### config.mk
export PLATFORM = sky130hd
export DESIGN_NAME = tws_slave_rx
export DESIGN_NICKNAME = d
export VERILOG_FILES = /design/src/logic/tws_sync.v /design/src/logic/tws_slave_rx.v
export VERILOG_INCLUDE_DIRS = /design/src /design/src/common
export SDC_FILE = /design/constraint.sdc
export NUM_CORES = 1
export LEC_CHECK = 0
export ABC_AREA = 0
export BUFFER_PORTS_ARGS = -buffer_cell sky130_fd_sc_hd__buf_4
export CORE_UTILIZATION = 29
export CTS_CLUSTER_DIAMETER = 150
export DETAILED_ROUTE_END_ITERATION = 10
export HOLD_SLACK_MARGIN = 0.08
export SKIP_CTS_REPAIR_TIMING = 1
export SYNTH_ARGS = -nofsm -noshare
export SYNTH_HDL_FRONTEND = slang
export SYNTH_SLANG_ARGS = --single-unit
### constraint.sdc
create_clock -name CORE_CLK -period 4.4 [get_ports CORE_CLK]
set_input_delay 0.66 -clock CORE_CLK [delete_from_list [all_inputs] [get_ports CORE_CLK]]
set_output_delay 0.66 -clock CORE_CLK [all_outputs]
set_load 0.02 [all_outputs]
### src/common/tws_defs.vh
// Purpose: constants for the two-wire slave receiver block
// Assumes: included by bare name from the design files
// Notes:   register indices are word offsets on the plain register port
// Functional notes
// - respond only when upper seven address bits match
// - address lsb one enables general call 0x00
// - direction zero receives, one selects transmitter
// - own write address acked sets flag, status
// - prescaler bits of status read as zero
// - lost arbitration then addressed reports 0x68/0x78
// - ack enable cleared gives nack next byte
// - ack enable zero ignores address, still monitors
// - deep sleep match wakes part, holds clock
// - data register not updated while asleep
// - own write address acked reports 0x60
// - general call acked reports 0x70
// - own data byte acked reports 0x80
// - flag clear receives next byte per ack
// - 0x88 with ack zero: no recognition
// - 0x88 means own data byte nacked
// - 0x88 with ack one keeps recognition, start
// - stop or restart while addressed reports 0xA0
`ifndef TWS_DEFS_VH
`define TWS_DEFS_VH

`define TWS_OFF_OWN_ADDR   3'h0
`define TWS_OFF_CTRL       3'h1
`define TWS_OFF_STATUS     3'h2
`define TWS_OFF_DATA       3'h3

`define TWS_CTRL_FLAG      7
`define TWS_CTRL_ACK_EN    6
`define TWS_CTRL_START     5
`define TWS_CTRL_STOP      4
`define TWS_CTRL_WCOL      3
`define TWS_CTRL_ENABLE    2
`define TWS_CTRL_IRQ_EN    0

`define TWS_RST_OWN_ADDR   8'h00
`define TWS_RST_DATA       8'hff
`define TWS_RST_STATUS     8'hf8

`define TWS_ST_OWN_ACK     8'h60
`define TWS_ST_ARB_OWN     8'h68
`define TWS_ST_GC_ACK      8'h70
`define TWS_ST_ARB_GC      8'h78
`define TWS_ST_OWN_DATA    8'h80
`define TWS_ST_OWN_NACK    8'h88
`define TWS_ST_GC_DATA     8'h90
`define TWS_ST_GC_NACK     8'h98
`define TWS_ST_STOP_RX     8'ha0

`define TWS_GC_ADDR        8'h00
`define TWS_BITS_PER_BYTE  4'h8

`endif

### src/logic/tws_sync.v
// Purpose: two-flop synchroniser for pins from outside the core clock
// Assumes: reset value is the idle level of the sampled lines
// Notes:   only the second stage may be read by other logic
`timescale 1ns/10ps
module tws_sync #(
    parameter W       = 2,
    parameter RST_VAL = 2'b11
) (
    input  wire         clk,
    input  wire         rst_b,
    input  wire         ce,
    input  wire [W-1:0] d,
    output wire [W-1:0] q
);
    reg [W-1:0] meta_ff;
    reg [W-1:0] sync_ff;

    always @(posedge clk) begin
        if (!rst_b) begin
            meta_ff <= RST_VAL;
            sync_ff <= RST_VAL;
        end else if (ce) begin
            meta_ff <= d;
            sync_ff <= meta_ff;
        end
    end

    assign q = sync_ff;
endmodule

### src/logic/tws_slave_rx.v
// Purpose: slave receiver of a byte-oriented two-wire serial interface
// Assumes: bus pins are open drain, sampled by CORE_CLK well above SCL
// Notes:   slave transmitter is not built here; a read address is only
//          flagged on TX_MODE_REQ for the neighbouring logic
//
// Decided for this implementation: the register offsets and the address-and-strobe port.
`timescale 1ns/10ps
`include "tws_defs.vh"
module tws_slave_rx (
    input  wire       CORE_CLK,
    input  wire       RST_B,
    input  wire       CLK_EN,
    input  wire [2:0] REG_ADDR,
    input  wire [7:0] REG_WDATA,
    input  wire       REG_WR,
    input  wire       REG_RD,
    output wire [7:0] REG_RDATA,
    input  wire       SCL_IN,
    output wire       SCL_OUT,
    output wire       SCL_OE,
    input  wire       SDA_IN,
    output wire       SDA_OUT,
    output wire       SDA_OE,
    input  wire       SLEEP_ACTIVE,
    input  wire       ARB_LOST_ADDR,
    output wire       JOB_DONE,
    output wire       WAKE_REQ,
    output wire       TX_MODE_REQ,
    output wire       START_PENDING
);
    localparam ST_IDLE   = 3'd0;
    localparam ST_ADDR   = 3'd1;
    localparam ST_DATA   = 3'd2;
    localparam ST_ACK    = 3'd3;
    localparam ST_IGNORE = 3'd4;

    wire       scl_s;
    wire       sda_s;
    reg        scl_d_ff;
    reg        sda_d_ff;

    reg  [2:0] state_ff;
    reg  [2:0] nxt_state;
    reg  [3:0] cnt_ff;
    reg  [3:0] nxt_cnt;
    reg  [7:0] shift_ff;
    reg  [7:0] nxt_shift;
    reg  [7:0] pend_ff;
    reg  [7:0] nxt_pend;
    reg        nack_ff;
    reg        nxt_nack;
    reg        sda_drv_ff;
    reg        nxt_sda_drv;
    reg        own_sel_ff;
    reg        nxt_own_sel;
    reg        gc_sel_ff;
    reg        nxt_gc_sel;
    reg        arb_ff;
    reg        nxt_arb;
    reg        busy_ff;
    reg        nxt_busy;
    reg        wake_ff;
    reg        nxt_wake;
    reg        tx_req_ff;
    reg        nxt_tx_req;

    reg  [7:0] status_ff;
    reg  [7:0] nxt_status;
    reg        flag_ff;
    reg        nxt_flag;
    reg        hold_ff;
    reg        nxt_hold;
    reg  [7:0] data_ff;
    reg  [7:0] nxt_data;
    reg  [7:0] own_addr_ff;
    reg        ack_en_ff;
    reg        start_req_ff;
    reg        stop_req_ff;
    reg        enable_ff;
    reg        irq_en_ff;
    reg  [7:0] rdata_ff;
    reg  [7:0] nxt_rdata;

    reg        set_ev;
    reg  [7:0] set_code;
    reg        set_hold;
    reg        load_rx;
    reg  [7:0] ctrl_view;

    wire       addressed;
    wire       scl_rise;
    wire       scl_fall;
    wire       start_ev;
    wire       stop_ev;
    wire       addr_eq;
    wire       own_hit;
    wire       gc_hit;
    wire       tx_hit;
    wire       wr_ctrl;
    wire       flag_clr;

    tws_sync #(
        .W       (2),
        .RST_VAL (2'b11)
    ) u_sync (
        .clk   (CORE_CLK),
        .rst_b (RST_B),
        .ce    (CLK_EN),
        .d     ({SCL_IN, SDA_IN}),
        .q     ({scl_s, sda_s})
    );

    // edges are taken from the synchronised lines only
    assign scl_rise = scl_s & ~scl_d_ff;
    assign scl_fall = ~scl_s & scl_d_ff;
    assign start_ev = scl_s & scl_d_ff & ~sda_s & sda_d_ff;
    assign stop_ev  = scl_s & scl_d_ff & sda_s & ~sda_d_ff;

    assign addressed = own_sel_ff | gc_sel_ff;
    assign addr_eq   = (shift_ff[7:1] == own_addr_ff[7:1]);
    assign gc_hit    = (shift_ff == `TWS_GC_ADDR) & own_addr_ff[0];
    assign own_hit   = addr_eq & ~shift_ff[0] & (shift_ff[7:1] != 7'h00);
    assign tx_hit    = addr_eq & shift_ff[0];

    assign wr_ctrl  = REG_WR & (REG_ADDR == `TWS_OFF_CTRL);
    assign flag_clr = wr_ctrl & REG_WDATA[`TWS_CTRL_FLAG];

    // bus-side sequencer
    always @* begin
        nxt_state   = state_ff;
        nxt_cnt     = cnt_ff;
        nxt_shift   = shift_ff;
        nxt_pend    = pend_ff;
        nxt_nack    = nack_ff;
        nxt_sda_drv = sda_drv_ff;
        nxt_own_sel = own_sel_ff;
        nxt_gc_sel  = gc_sel_ff;
        nxt_arb     = arb_ff | ARB_LOST_ADDR;
        nxt_busy    = busy_ff;
        nxt_wake    = wake_ff & ~flag_clr;
        nxt_tx_req  = 1'b0;
        set_ev      = 1'b0;
        set_code    = status_ff;
        set_hold    = 1'b0;
        load_rx     = 1'b0;
        if (!enable_ff) begin
            nxt_state   = ST_IDLE;
            nxt_cnt     = 4'h0;
            nxt_sda_drv = 1'b0;
            nxt_own_sel = 1'b0;
            nxt_gc_sel  = 1'b0;
            nxt_busy    = 1'b0;
        end else if (start_ev) begin
            if (addressed) begin
                set_ev   = 1'b1;
                set_code = `TWS_ST_STOP_RX;
            end
            nxt_own_sel = 1'b0;
            nxt_gc_sel  = 1'b0;
            nxt_sda_drv = 1'b0;
            nxt_state   = ST_ADDR;
            nxt_cnt     = 4'h0;
            nxt_busy    = 1'b1;
        end else if (stop_ev) begin
            if (addressed) begin
                set_ev   = 1'b1;
                set_code = `TWS_ST_STOP_RX;
            end
            nxt_own_sel = 1'b0;
            nxt_gc_sel  = 1'b0;
            nxt_sda_drv = 1'b0;
            nxt_state   = ST_IDLE;
            nxt_busy    = 1'b0;
            nxt_arb     = 1'b0;
        end else if (scl_rise && cnt_ff != `TWS_BITS_PER_BYTE &&
                     (state_ff == ST_ADDR || state_ff == ST_DATA)) begin
            nxt_shift = {shift_ff[6:0], sda_s};
            nxt_cnt   = cnt_ff + 4'h1;
        end else if (scl_fall && state_ff == ST_ADDR &&
                     cnt_ff == `TWS_BITS_PER_BYTE) begin
            nxt_cnt = 4'h0;
            // ack enable low leaves the bus watched but unanswered
            if (ack_en_ff && (own_hit || gc_hit)) begin
                nxt_state   = ST_ACK;
                nxt_sda_drv = 1'b1;
                nxt_nack    = 1'b0;
                nxt_own_sel = own_hit;
                nxt_gc_sel  = ~own_hit;
                nxt_arb     = 1'b0;
                nxt_wake    = SLEEP_ACTIVE;
                if (own_hit)
                    nxt_pend = arb_ff ? `TWS_ST_ARB_OWN
                                      : `TWS_ST_OWN_ACK;
                else
                    nxt_pend = arb_ff ? `TWS_ST_ARB_GC
                                      : `TWS_ST_GC_ACK;
            end else begin
                nxt_tx_req = ack_en_ff & tx_hit;
                nxt_state  = ST_IGNORE;
            end
        end else if (scl_fall && state_ff == ST_DATA &&
                     cnt_ff == `TWS_BITS_PER_BYTE) begin
            nxt_cnt     = 4'h0;
            nxt_state   = ST_ACK;
            nxt_sda_drv = ack_en_ff;
            nxt_nack    = ~ack_en_ff;
            load_rx     = ~SLEEP_ACTIVE;
            if (own_sel_ff)
                nxt_pend = ack_en_ff ? `TWS_ST_OWN_DATA
                                     : `TWS_ST_OWN_NACK;
            else
                nxt_pend = ack_en_ff ? `TWS_ST_GC_DATA
                                     : `TWS_ST_GC_NACK;
        end else if (scl_fall && state_ff == ST_ACK) begin
            nxt_sda_drv = 1'b0;
            set_ev      = 1'b1;
            set_code    = pend_ff;
            set_hold    = 1'b1;
            if (nack_ff) begin
                // refused byte: not addressed, recognition follows ack
                nxt_state   = ST_IGNORE;
                nxt_own_sel = 1'b0;
                nxt_gc_sel  = 1'b0;
            end else begin
                nxt_state = ST_DATA;
            end
        end
    end

    // flag, status and data storage; a new event beats a clear
    always @* begin
        nxt_flag   = set_ev | (flag_ff & ~flag_clr);
        nxt_status = set_ev ? set_code : status_ff;
        nxt_hold   = set_ev ? set_hold : (hold_ff & ~flag_clr);
        nxt_data   = data_ff;
        if (load_rx)
            nxt_data = shift_ff;
        else if (REG_WR && REG_ADDR == `TWS_OFF_DATA)
            nxt_data = REG_WDATA;
    end

    always @* begin
        ctrl_view = 8'h00;
        ctrl_view[`TWS_CTRL_FLAG]   = flag_ff;
        ctrl_view[`TWS_CTRL_ACK_EN] = ack_en_ff;
        ctrl_view[`TWS_CTRL_START]  = start_req_ff;
        ctrl_view[`TWS_CTRL_STOP]   = stop_req_ff;
        ctrl_view[`TWS_CTRL_ENABLE] = enable_ff;
        ctrl_view[`TWS_CTRL_IRQ_EN] = irq_en_ff;
        nxt_rdata = 8'h00;
        if (REG_RD) begin
            case (REG_ADDR)
                `TWS_OFF_OWN_ADDR: nxt_rdata = own_addr_ff;
                `TWS_OFF_CTRL:     nxt_rdata = ctrl_view;
                `TWS_OFF_STATUS:   nxt_rdata = {status_ff[7:3], 3'h0};
                `TWS_OFF_DATA:     nxt_rdata = data_ff;
                default:           nxt_rdata = 8'h00;
            endcase
        end
    end

    always @(posedge CORE_CLK) begin
        if (!RST_B) begin
            scl_d_ff     <= 1'b1;
            sda_d_ff     <= 1'b1;
            state_ff     <= ST_IDLE;
            cnt_ff       <= 4'h0;
            shift_ff     <= 8'h00;
            pend_ff      <= 8'h00;
            nack_ff      <= 1'b0;
            sda_drv_ff   <= 1'b0;
            own_sel_ff   <= 1'b0;
            gc_sel_ff    <= 1'b0;
            arb_ff       <= 1'b0;
            busy_ff      <= 1'b0;
            wake_ff      <= 1'b0;
            tx_req_ff    <= 1'b0;
            status_ff    <= `TWS_RST_STATUS;
            flag_ff      <= 1'b0;
            hold_ff      <= 1'b0;
            data_ff      <= `TWS_RST_DATA;
            own_addr_ff  <= `TWS_RST_OWN_ADDR;
            ack_en_ff    <= 1'b0;
            start_req_ff <= 1'b0;
            stop_req_ff  <= 1'b0;
            enable_ff    <= 1'b0;
            irq_en_ff    <= 1'b0;
            rdata_ff     <= 8'h00;
        end else if (CLK_EN) begin
            scl_d_ff   <= scl_s;
            sda_d_ff   <= sda_s;
            state_ff   <= nxt_state;
            cnt_ff     <= nxt_cnt;
            shift_ff   <= nxt_shift;
            pend_ff    <= nxt_pend;
            nack_ff    <= nxt_nack;
            sda_drv_ff <= nxt_sda_drv;
            own_sel_ff <= nxt_own_sel;
            gc_sel_ff  <= nxt_gc_sel;
            arb_ff     <= nxt_arb;
            busy_ff    <= nxt_busy;
            wake_ff    <= nxt_wake;
            tx_req_ff  <= nxt_tx_req;
            status_ff  <= nxt_status;
            flag_ff    <= nxt_flag;
            hold_ff    <= nxt_hold;
            data_ff    <= nxt_data;
            rdata_ff   <= nxt_rdata;
            if (REG_WR && REG_ADDR == `TWS_OFF_OWN_ADDR)
                own_addr_ff <= REG_WDATA;
            if (wr_ctrl) begin
                ack_en_ff    <= REG_WDATA[`TWS_CTRL_ACK_EN];
                start_req_ff <= REG_WDATA[`TWS_CTRL_START];
                stop_req_ff  <= REG_WDATA[`TWS_CTRL_STOP];
                enable_ff    <= REG_WDATA[`TWS_CTRL_ENABLE];
                irq_en_ff    <= REG_WDATA[`TWS_CTRL_IRQ_EN];
            end
        end
    end

    // open drain: only ever pull low; a long wake-up keeps SCL low long
    assign SCL_OUT       = 1'b0;
    assign SDA_OUT       = 1'b0;
    assign SCL_OE        = flag_ff & hold_ff;
    assign SDA_OE        = sda_drv_ff;
    assign REG_RDATA     = rdata_ff;
    assign JOB_DONE      = flag_ff;
    assign WAKE_REQ      = wake_ff;
    assign TX_MODE_REQ   = tx_req_ff;
    // start is handed to the master path once the bus is free
    assign START_PENDING = enable_ff & start_req_ff & ~flag_ff &
                           ~busy_ff;
endmodule

==> impl_metrics.tcl, run 1 <==
set metrics [dict create \
    status "completed" \
    start_kind "flip-flop" \
    slew_headroom 0.4551 \
    area.growth.synth_to_final_pct 17.78 \
    cts_buffers 9 \
    p_int_w 0.001070 \
    cts.sinks 69 \
    min_delay_worst_endpoint "irq_en_ff$_SDFFE_PN0P_" \
    fillerInstances 1149 \
    leakagePower_nw 1.530 \
    synth.area.top_cells "dfxtp_1 41%, mux2i_1 8.7%, nand2_1 6.5%" \
    synthArstFlopShare 0 \
    drcViolationCount 0 \
    syn_inst 385 \
    p_seq_frac 0.463 \
    ys_warn_count 0 \
    rrSetupSlack_ns 2.17 \
    p_sw_frac 0.2250 \
    worstSetupPathType "reg -> reg" \
    grt_usage 0.1567 \
    cts_tree "built" \
    vias 2913 \
    hp-start "irq_en_ff$_SDFFE_PN0P_" \
    finalSetupViolations 0 \
    grt_use_met3 0.03972 \
    netlist_area_mm2 0.003342 \
    place_hpwl_mm 6.238 \
    slew_violations 0 \
    htreeDepth 3 \
    r2r.worst_path.cells 6 \
    ys_seq_elements 69 \
    die-height_um 109.4 \
    antenna_cells 0 \
    port_buffers 33 \
    p_clk_frac 0.475 \
    cts_root_buf "clkbuf_16" \
    worstMarginPinSlew_ns 0.8173 \
    met2_usage 0.2435 \
    drive_above_1_share 0.1622 \
    synth_top_cell_area_share 0.4133 \
    finalSetupTns_ns 0 \
    reg2reg_to "SDA_OE$_SDFFE_PN0P_" \
    grt_pass1_vias 2692 \
    worstReg2RegStart "shift_ff[4]$_SDFFE_PN0P_" \
    wire_per_inst_um 16.05 \
    p_comb_frac 0.062 \
    drv_cap 0 \
    hold_violations 0 \
    antenna_found_initial 0 \
    boundaryPins 36 \
    drt_wl_total_mm 8.873 \
    finClkSkew_ns 0.005810 \
    cp.required_ns 4.65 \
    coreArea_mm2 0.01103 \
    grt-busiest-layer "met2" \
    firstDrtPassIters 5 \
    clk_pin_slew_ns 0.05 \
    insertion_delay_ns 0.33 \
    cts_buffer_depth 2 \
    grt_pass1_wl_mm 14.09 \
    rsz0062_at_grt "false" \
    antenna_left 0 \
    grt_max_degree 46 \
    timing.hold.ws_ns 0.4567 \
    synth_edf_count 0 \
    drt-initial-drc-count 207 \
    peakVddDrop_mv 0.1536 \
    grt.met1_usage 0.2070 \
    arrival_ns 2.48 \
    grt_overflow_total 0 \
    die_w_um 109.4 \
    synth_top_area_cell "dfxtp_1" \
    max_freq_mhz 449.4 \
    p_switching_w 0.0003108 \
    start_util 0.3030 \
    worstSetupEndpointType "flip-flop" \
    gp_congestion 0.8785 \
    rows 38 \
    nets 432 \
    yosys.cell_count.top_type "dfxtp_1" \
    p_per_area_mw_per_mm2 350.9 \
    ys_seq_area_frac 0.4133 \
    syn_area_per_cell_um2 8.680 \
    hp-class "reg -> reg" \
    die-area_mm2 0.01196 \
    synth-main-ff-cell "dfxtp_1" \
    timing.final.crit_share 0.5057 \
    hold_path_depth 2 \
    min_period_ns 2.225 \
    crit_fanout 5 \
    via_per_inst 5.268 \
    synth_commonest_cells "69 x dfxtp_1, 58 x nand2_1, 35 x nor2_1, 33 x a21oi_1, 29 x mux2i_1" \
    synth_cell_types 64 \
]
-- critical path, cell delays in order (launching register included) --
cell and delay [ns]:
dfxtp_1 0.48, xnor2_1 0.20, nand4_1 0.30, o41ai_4 0.53, nor2_1 0.13, a21oi_1 0.27, mux2i_1 0.23
-- metrics by stage --
| step | setup WS (ns) | util | instance area, um2 | power [W] | std cells |
|---|---|---|---|---|---|
| 2_1_floorplan | 2.595 | - | 3346 | 0.0007054 | 386 |
| 3_3_place_gp | 2.242 | 0.3327 | 3670 | 0.0007375 | 539 |
| 3_5_place_dp | 2.157 | 0.3327 | 3670 | 0.0007383 | 539 |
| 4_1_cts | 2.208 | 0.3569 | 3936 | 0.001396 | 553 |
| 5_1_grt | 2.066 | 0.3569 | 3936 | 0.001428 | 553 |
| 6_report | 2.175 | 0.3569 | 3936 | 0.001381 | 553 |
-- routing by layer --
metal | vias up | routed length (um)
li1 | 1406 | -
met1 | 1368 | 3991
met2 | 115 | 4013
met3 | 24 | 646
met4 | 0 | 221
met5 | - | 0
-- power by group through the flow --
stage	logic, W	clock network (W)	registers [W]
2_1_floorplan	0.0000540	0	0.000651
3_3_place_gp	0.0000853	0	0.000652
3_5_place_dp	0.0000860	0	0.000652
4_1_cts	0.0000864	0.000670	0.000639
5_1_grt	0.0000935	0.000695	0.000640
6_report	0.0000859	0.000656	0.000639
-- cells in the final DEF (no fill, tap or decap), types with 4 or more instances in the layout --
| master | n |
|---|---|
| mux4_2 | 4 |
| nand2b_1 | 7 |
| buf_4 | 34 |
| nor3_1 | 6 |
| nand4_1 | 4 |
| xnor2_1 | 7 |
| o211ai_1 | 10 |
| inv_1 | 5 |
| a21oi_1 | 33 |
| mux2i_1 | 29 |
| nand2_1 | 58 |
| nand3_1 | 25 |
| nor2_1 | 35 |
| clkbuf_16 | 9 |
| o21ai_0 | 9 |
| dfxtp_1 | 69 |
| or3_1 | 4 |
-- cells by family (layout without fill, tap and decap cells) --
logic type / count (synthesis) / count (layout) / share of synthesized area
flops: 69 / 69 / 0.4133
xor+xnor: 9 / 9 / 0.02359
fa+ha+maj: 3 / 3 / 0.01048
simple gates: 167 / 167 / 0.2501
mux: 34 / 34 / 0.1172
compound gates: 74 / 74 / 0.1445
buf+inv: 28 / 55 / 0.03968
other cells: 1 / 2 / 0.001122
-- flip-flops by register name, summed over array words and instances (netlist names), 2 cells and up --
register and flops:
state_ff 3, REG_RDATA 8, own_addr_ff 8, status_ff 5
cnt_ff 4, pend_ff 4, shift_ff 8, data_ff 8
u_sync.q 2, u_sync.meta_ff 2
-- worst max-delay path by stage --
stage / slack (ns) / endpoint / from / cells after the start
after CTS: 2.21 / SDA_OE$_SDFFE_PN0P_ / shift_ff[4]$_SDFFE_PN0P_ / 6
after global placement: 2.24 / SDA_OE$_SDFFE_PN0P_ / RST_B / 4
final: 2.17 / SDA_OE$_SDFFE_PN0P_ / shift_ff[4]$_SDFFE_PN0P_ / 6
after global routing: 2.07 / SDA_OE$_SDFFE_PN0P_ / shift_ff[4]$_SDFFE_PN0P_ / 6
after detailed placement: 2.16 / SDA_OE$_SDFFE_PN0P_ / RST_B / 4
after floorplan: 2.60 / own_addr_ff[0]$_SDFFE_PN0P_ / REG_ADDR[1] / 6
-- area by class of cell --
| class | instances | area, um2 | area share |
|---|---|---|---|
| timing repair buffer | 34 | 255.2 | 0.06484 |
| clock buffer | 12 | 256.5 | 0.06516 |
| clock inverter | 2 | 10.01 | 0.002543 |
| sequential | 69 | 1381 | 0.3509 |
| tap | 140 | 175.2 | 0.04450 |
| inverter | 7 | 26.28 | 0.006675 |
| multi-input combinational | 289 | 1832 | 0.4654 |
Note: power is estimated with default switching activity, not from simulation.
==> inputs of run 2 (changes only) <==
clock period = 1.9 ns   (was 4.4 ns; I/O delays follow)
==> run 2 against run 1 <==
Compared with the run above:
- final cell count rose by 7.6%
- global-route usage rose by 1.2 points
- non-clock buffer count rose by 40
- maximum frequency rose by 20%
- clock skew barely moved
- register-to-register slack got worse by 2.1 ns
==> impl_metrics.tcl, run 2 (synthesis results as in run 1) <==
set metrics [dict create \
    drt-initial-drc-count 116 \
    final_cell_area_mm2 0.004389 \
    total_power_w 0.003385 \
    clk_pin_slew_ns 0.06 \
    final_core_util 0.3979 \
    place_hpwl_mm 6.786 \
    worstSetupEndpointType "flip-flop" \
    grt_overflow_total 0 \
    p_comb_frac 0.065 \
    place_inst 575 \
    p_clk_frac 0.499 \
    hold_path_depth 3 \
    drt_wl_total_mm 9.486 \
    wire_per_inst_um 15.94 \
    p_seq_frac 0.435 \
    die_w_um 109.4 \
    grt_usage 0.1684 \
    p_sw_frac 0.2308 \
    nets 472 \
    firstDrtPassIters 4 \
    cts.sinks 69 \
    worstMarginPinSlew_ns 0.5208 \
    finClkSkew_ns 0.005887 \
    antenna_cells 0 \
    peakVddDrop_mv 0.4660 \
    cts_buffer_depth 2 \
    p_switching_w 0.0007813 \
    area.growth.synth_to_final_pct 31.34 \
    htreeDepth 3 \
    grt_max_degree 45 \
    slew_violations 0 \
    arrival_ns 2.11 \
    crit_fanout 6 \
    finalSetupViolations 0 \
    status "completed" \
    cts_root_buf "clkbuf_16" \
    drcViolationCount 0 \
    worstReg2RegStart "cnt_ff[0]$_SDFFE_PN0P_" \
    timing.hold.ws_ns 0.1647 \
    die-area_mm2 0.01196 \
    final_common_cell "buf_4" \
    rrSetupSlack_ns 0.05 \
    worstSetupPathType "reg -> reg" \
    rows 38 \
    port_buffers 33 \
    via_per_inst 5.040 \
    place_area_mm2 0.003953 \
    hp-start "SDA_IN" \
    hold_violations 0 \
    max_freq_mhz 539.6 \
    gp_congestion 0.8596 \
    antenna_left 0 \
    cp.required_ns 2.16 \
    fillerInstances 1134 \
    p_int_w 0.002603 \
    slew_headroom 0.6528 \
    vias 2999 \
    stdcell_count 595 \
    timing.final.crit_share 0.9754 \
    coreArea_mm2 0.01103 \
    die-height_um 109.4 \
    antenna_found_initial 0 \
    min_delay_worst_endpoint "u_sync.meta_ff[0]$_SDFFE_PN1P_" \
    leakagePower_nw 1.776 \
    layout_common_cells "72 x buf_4, 62 x dfxtp_1, 58 x nand2_1, 34 x nor2_1, 31 x a21oi_1" \
    grt_pass1_vias 2956 \
    r2r.worst_path.cells 8 \
    reg2reg_to "state_ff[0]$_SDFFE_PN0P_" \
    drv_cap 0 \
    rsz0062_at_grt "true" \
    min_period_ns 1.853 \
    p_per_area_mw_per_mm2 771.1 \
    hp-class "in -> reg" \
    drive_above_1_share 0.2923 \
    insertion_delay_ns 0.33 \
    boundaryPins 36 \
    start_kind "flip-flop" \
    start_util 0.3030 \
    cts_buffers 9 \
    cts_tree "built" \
    grt_pass1_wl_mm 15.17 \
]
[run 2: power groups by stage]
stage	Combinational, W	Sequential [W]	Clock, W
floorplan	0.000125	0.00151	0
global placement	0.000217	0.00151	0
detailed placement	0.000219	0.00151	0
CTS	0.000219	0.00148	0.00172
global route	0.000240	0.00147	0.00177
finish	0.000221	0.00147	0.00169
[run 2: metal layers]
layer,up-vias,track usage,wire [um]
li1,1493,-,-
met1,1415,0.2197,4329
met2,73,0.2727,4520
met3,18,0.02905,412
met4,0,0.07333,223
met5,-,0,0
[run 2: worst max path at each step]
| stage | start | to |
|---|---|---|
| 2_1_floorplan | cnt_ff[0]$_SDFFE_PN0P_ | state_ff[0]$_SDFFE_PN0P_ |
| 3_3_place_gp | shift_ff[2]$_SDFFE_PN0P_ | SDA_OE$_SDFFE_PN0P_ |
| 3_5_place_dp | cnt_ff[0]$_SDFFE_PN0P_ | own_sel_ff$_SDFFE_PN0P_ |
| 4_1_cts | cnt_ff[0]$_SDFFE_PN0P_ | own_sel_ff$_SDFFE_PN0P_ |
| 5_1_grt | shift_ff[2]$_SDFFE_PN0P_ | nack_ff$_SDFFE_PN0P_ |
| 6_report | cnt_ff[0]$_SDFFE_PN0P_ | state_ff[0]$_SDFFE_PN0P_ |
[run 2: worst max-delay path, cell delays in order (launching register included)]
cell and delay, ns:
dfxtp_2 0.32, inv_2 0.08, ha_4 0.14, and3b_2 0.22, maj3_2 0.20, a21oi_2 0.07, nand2b_4 0.18, or4_4 0.44
a31oi_2 0.14
[run 2: layout make-up]
class | count | area (um2) | share of cell area
clock inverters | 6 | 61.31 | 0.01397
inverters | 7 | 26.28 | 0.005986
repair buffers | 74 | 571.8 | 0.1303
multi-input cells | 289 | 1923 | 0.4381
well taps | 140 | 175.2 | 0.03991
clock buffers | 10 | 239.0 | 0.05445
flip-flops and latches | 69 | 1393 | 0.3173
[run 2: per-stage QoR]
stage / worst slack, ns / setup TNS (ns)
floorplan: 0.1104 / 0
global placement: -0.003317 / -0.003317
detailed placement: -0.07406 / -0.1432
CTS: -0.07635 / -0.2721
global route: -0.02534 / -0.1384
finish: 0.04682 / 0
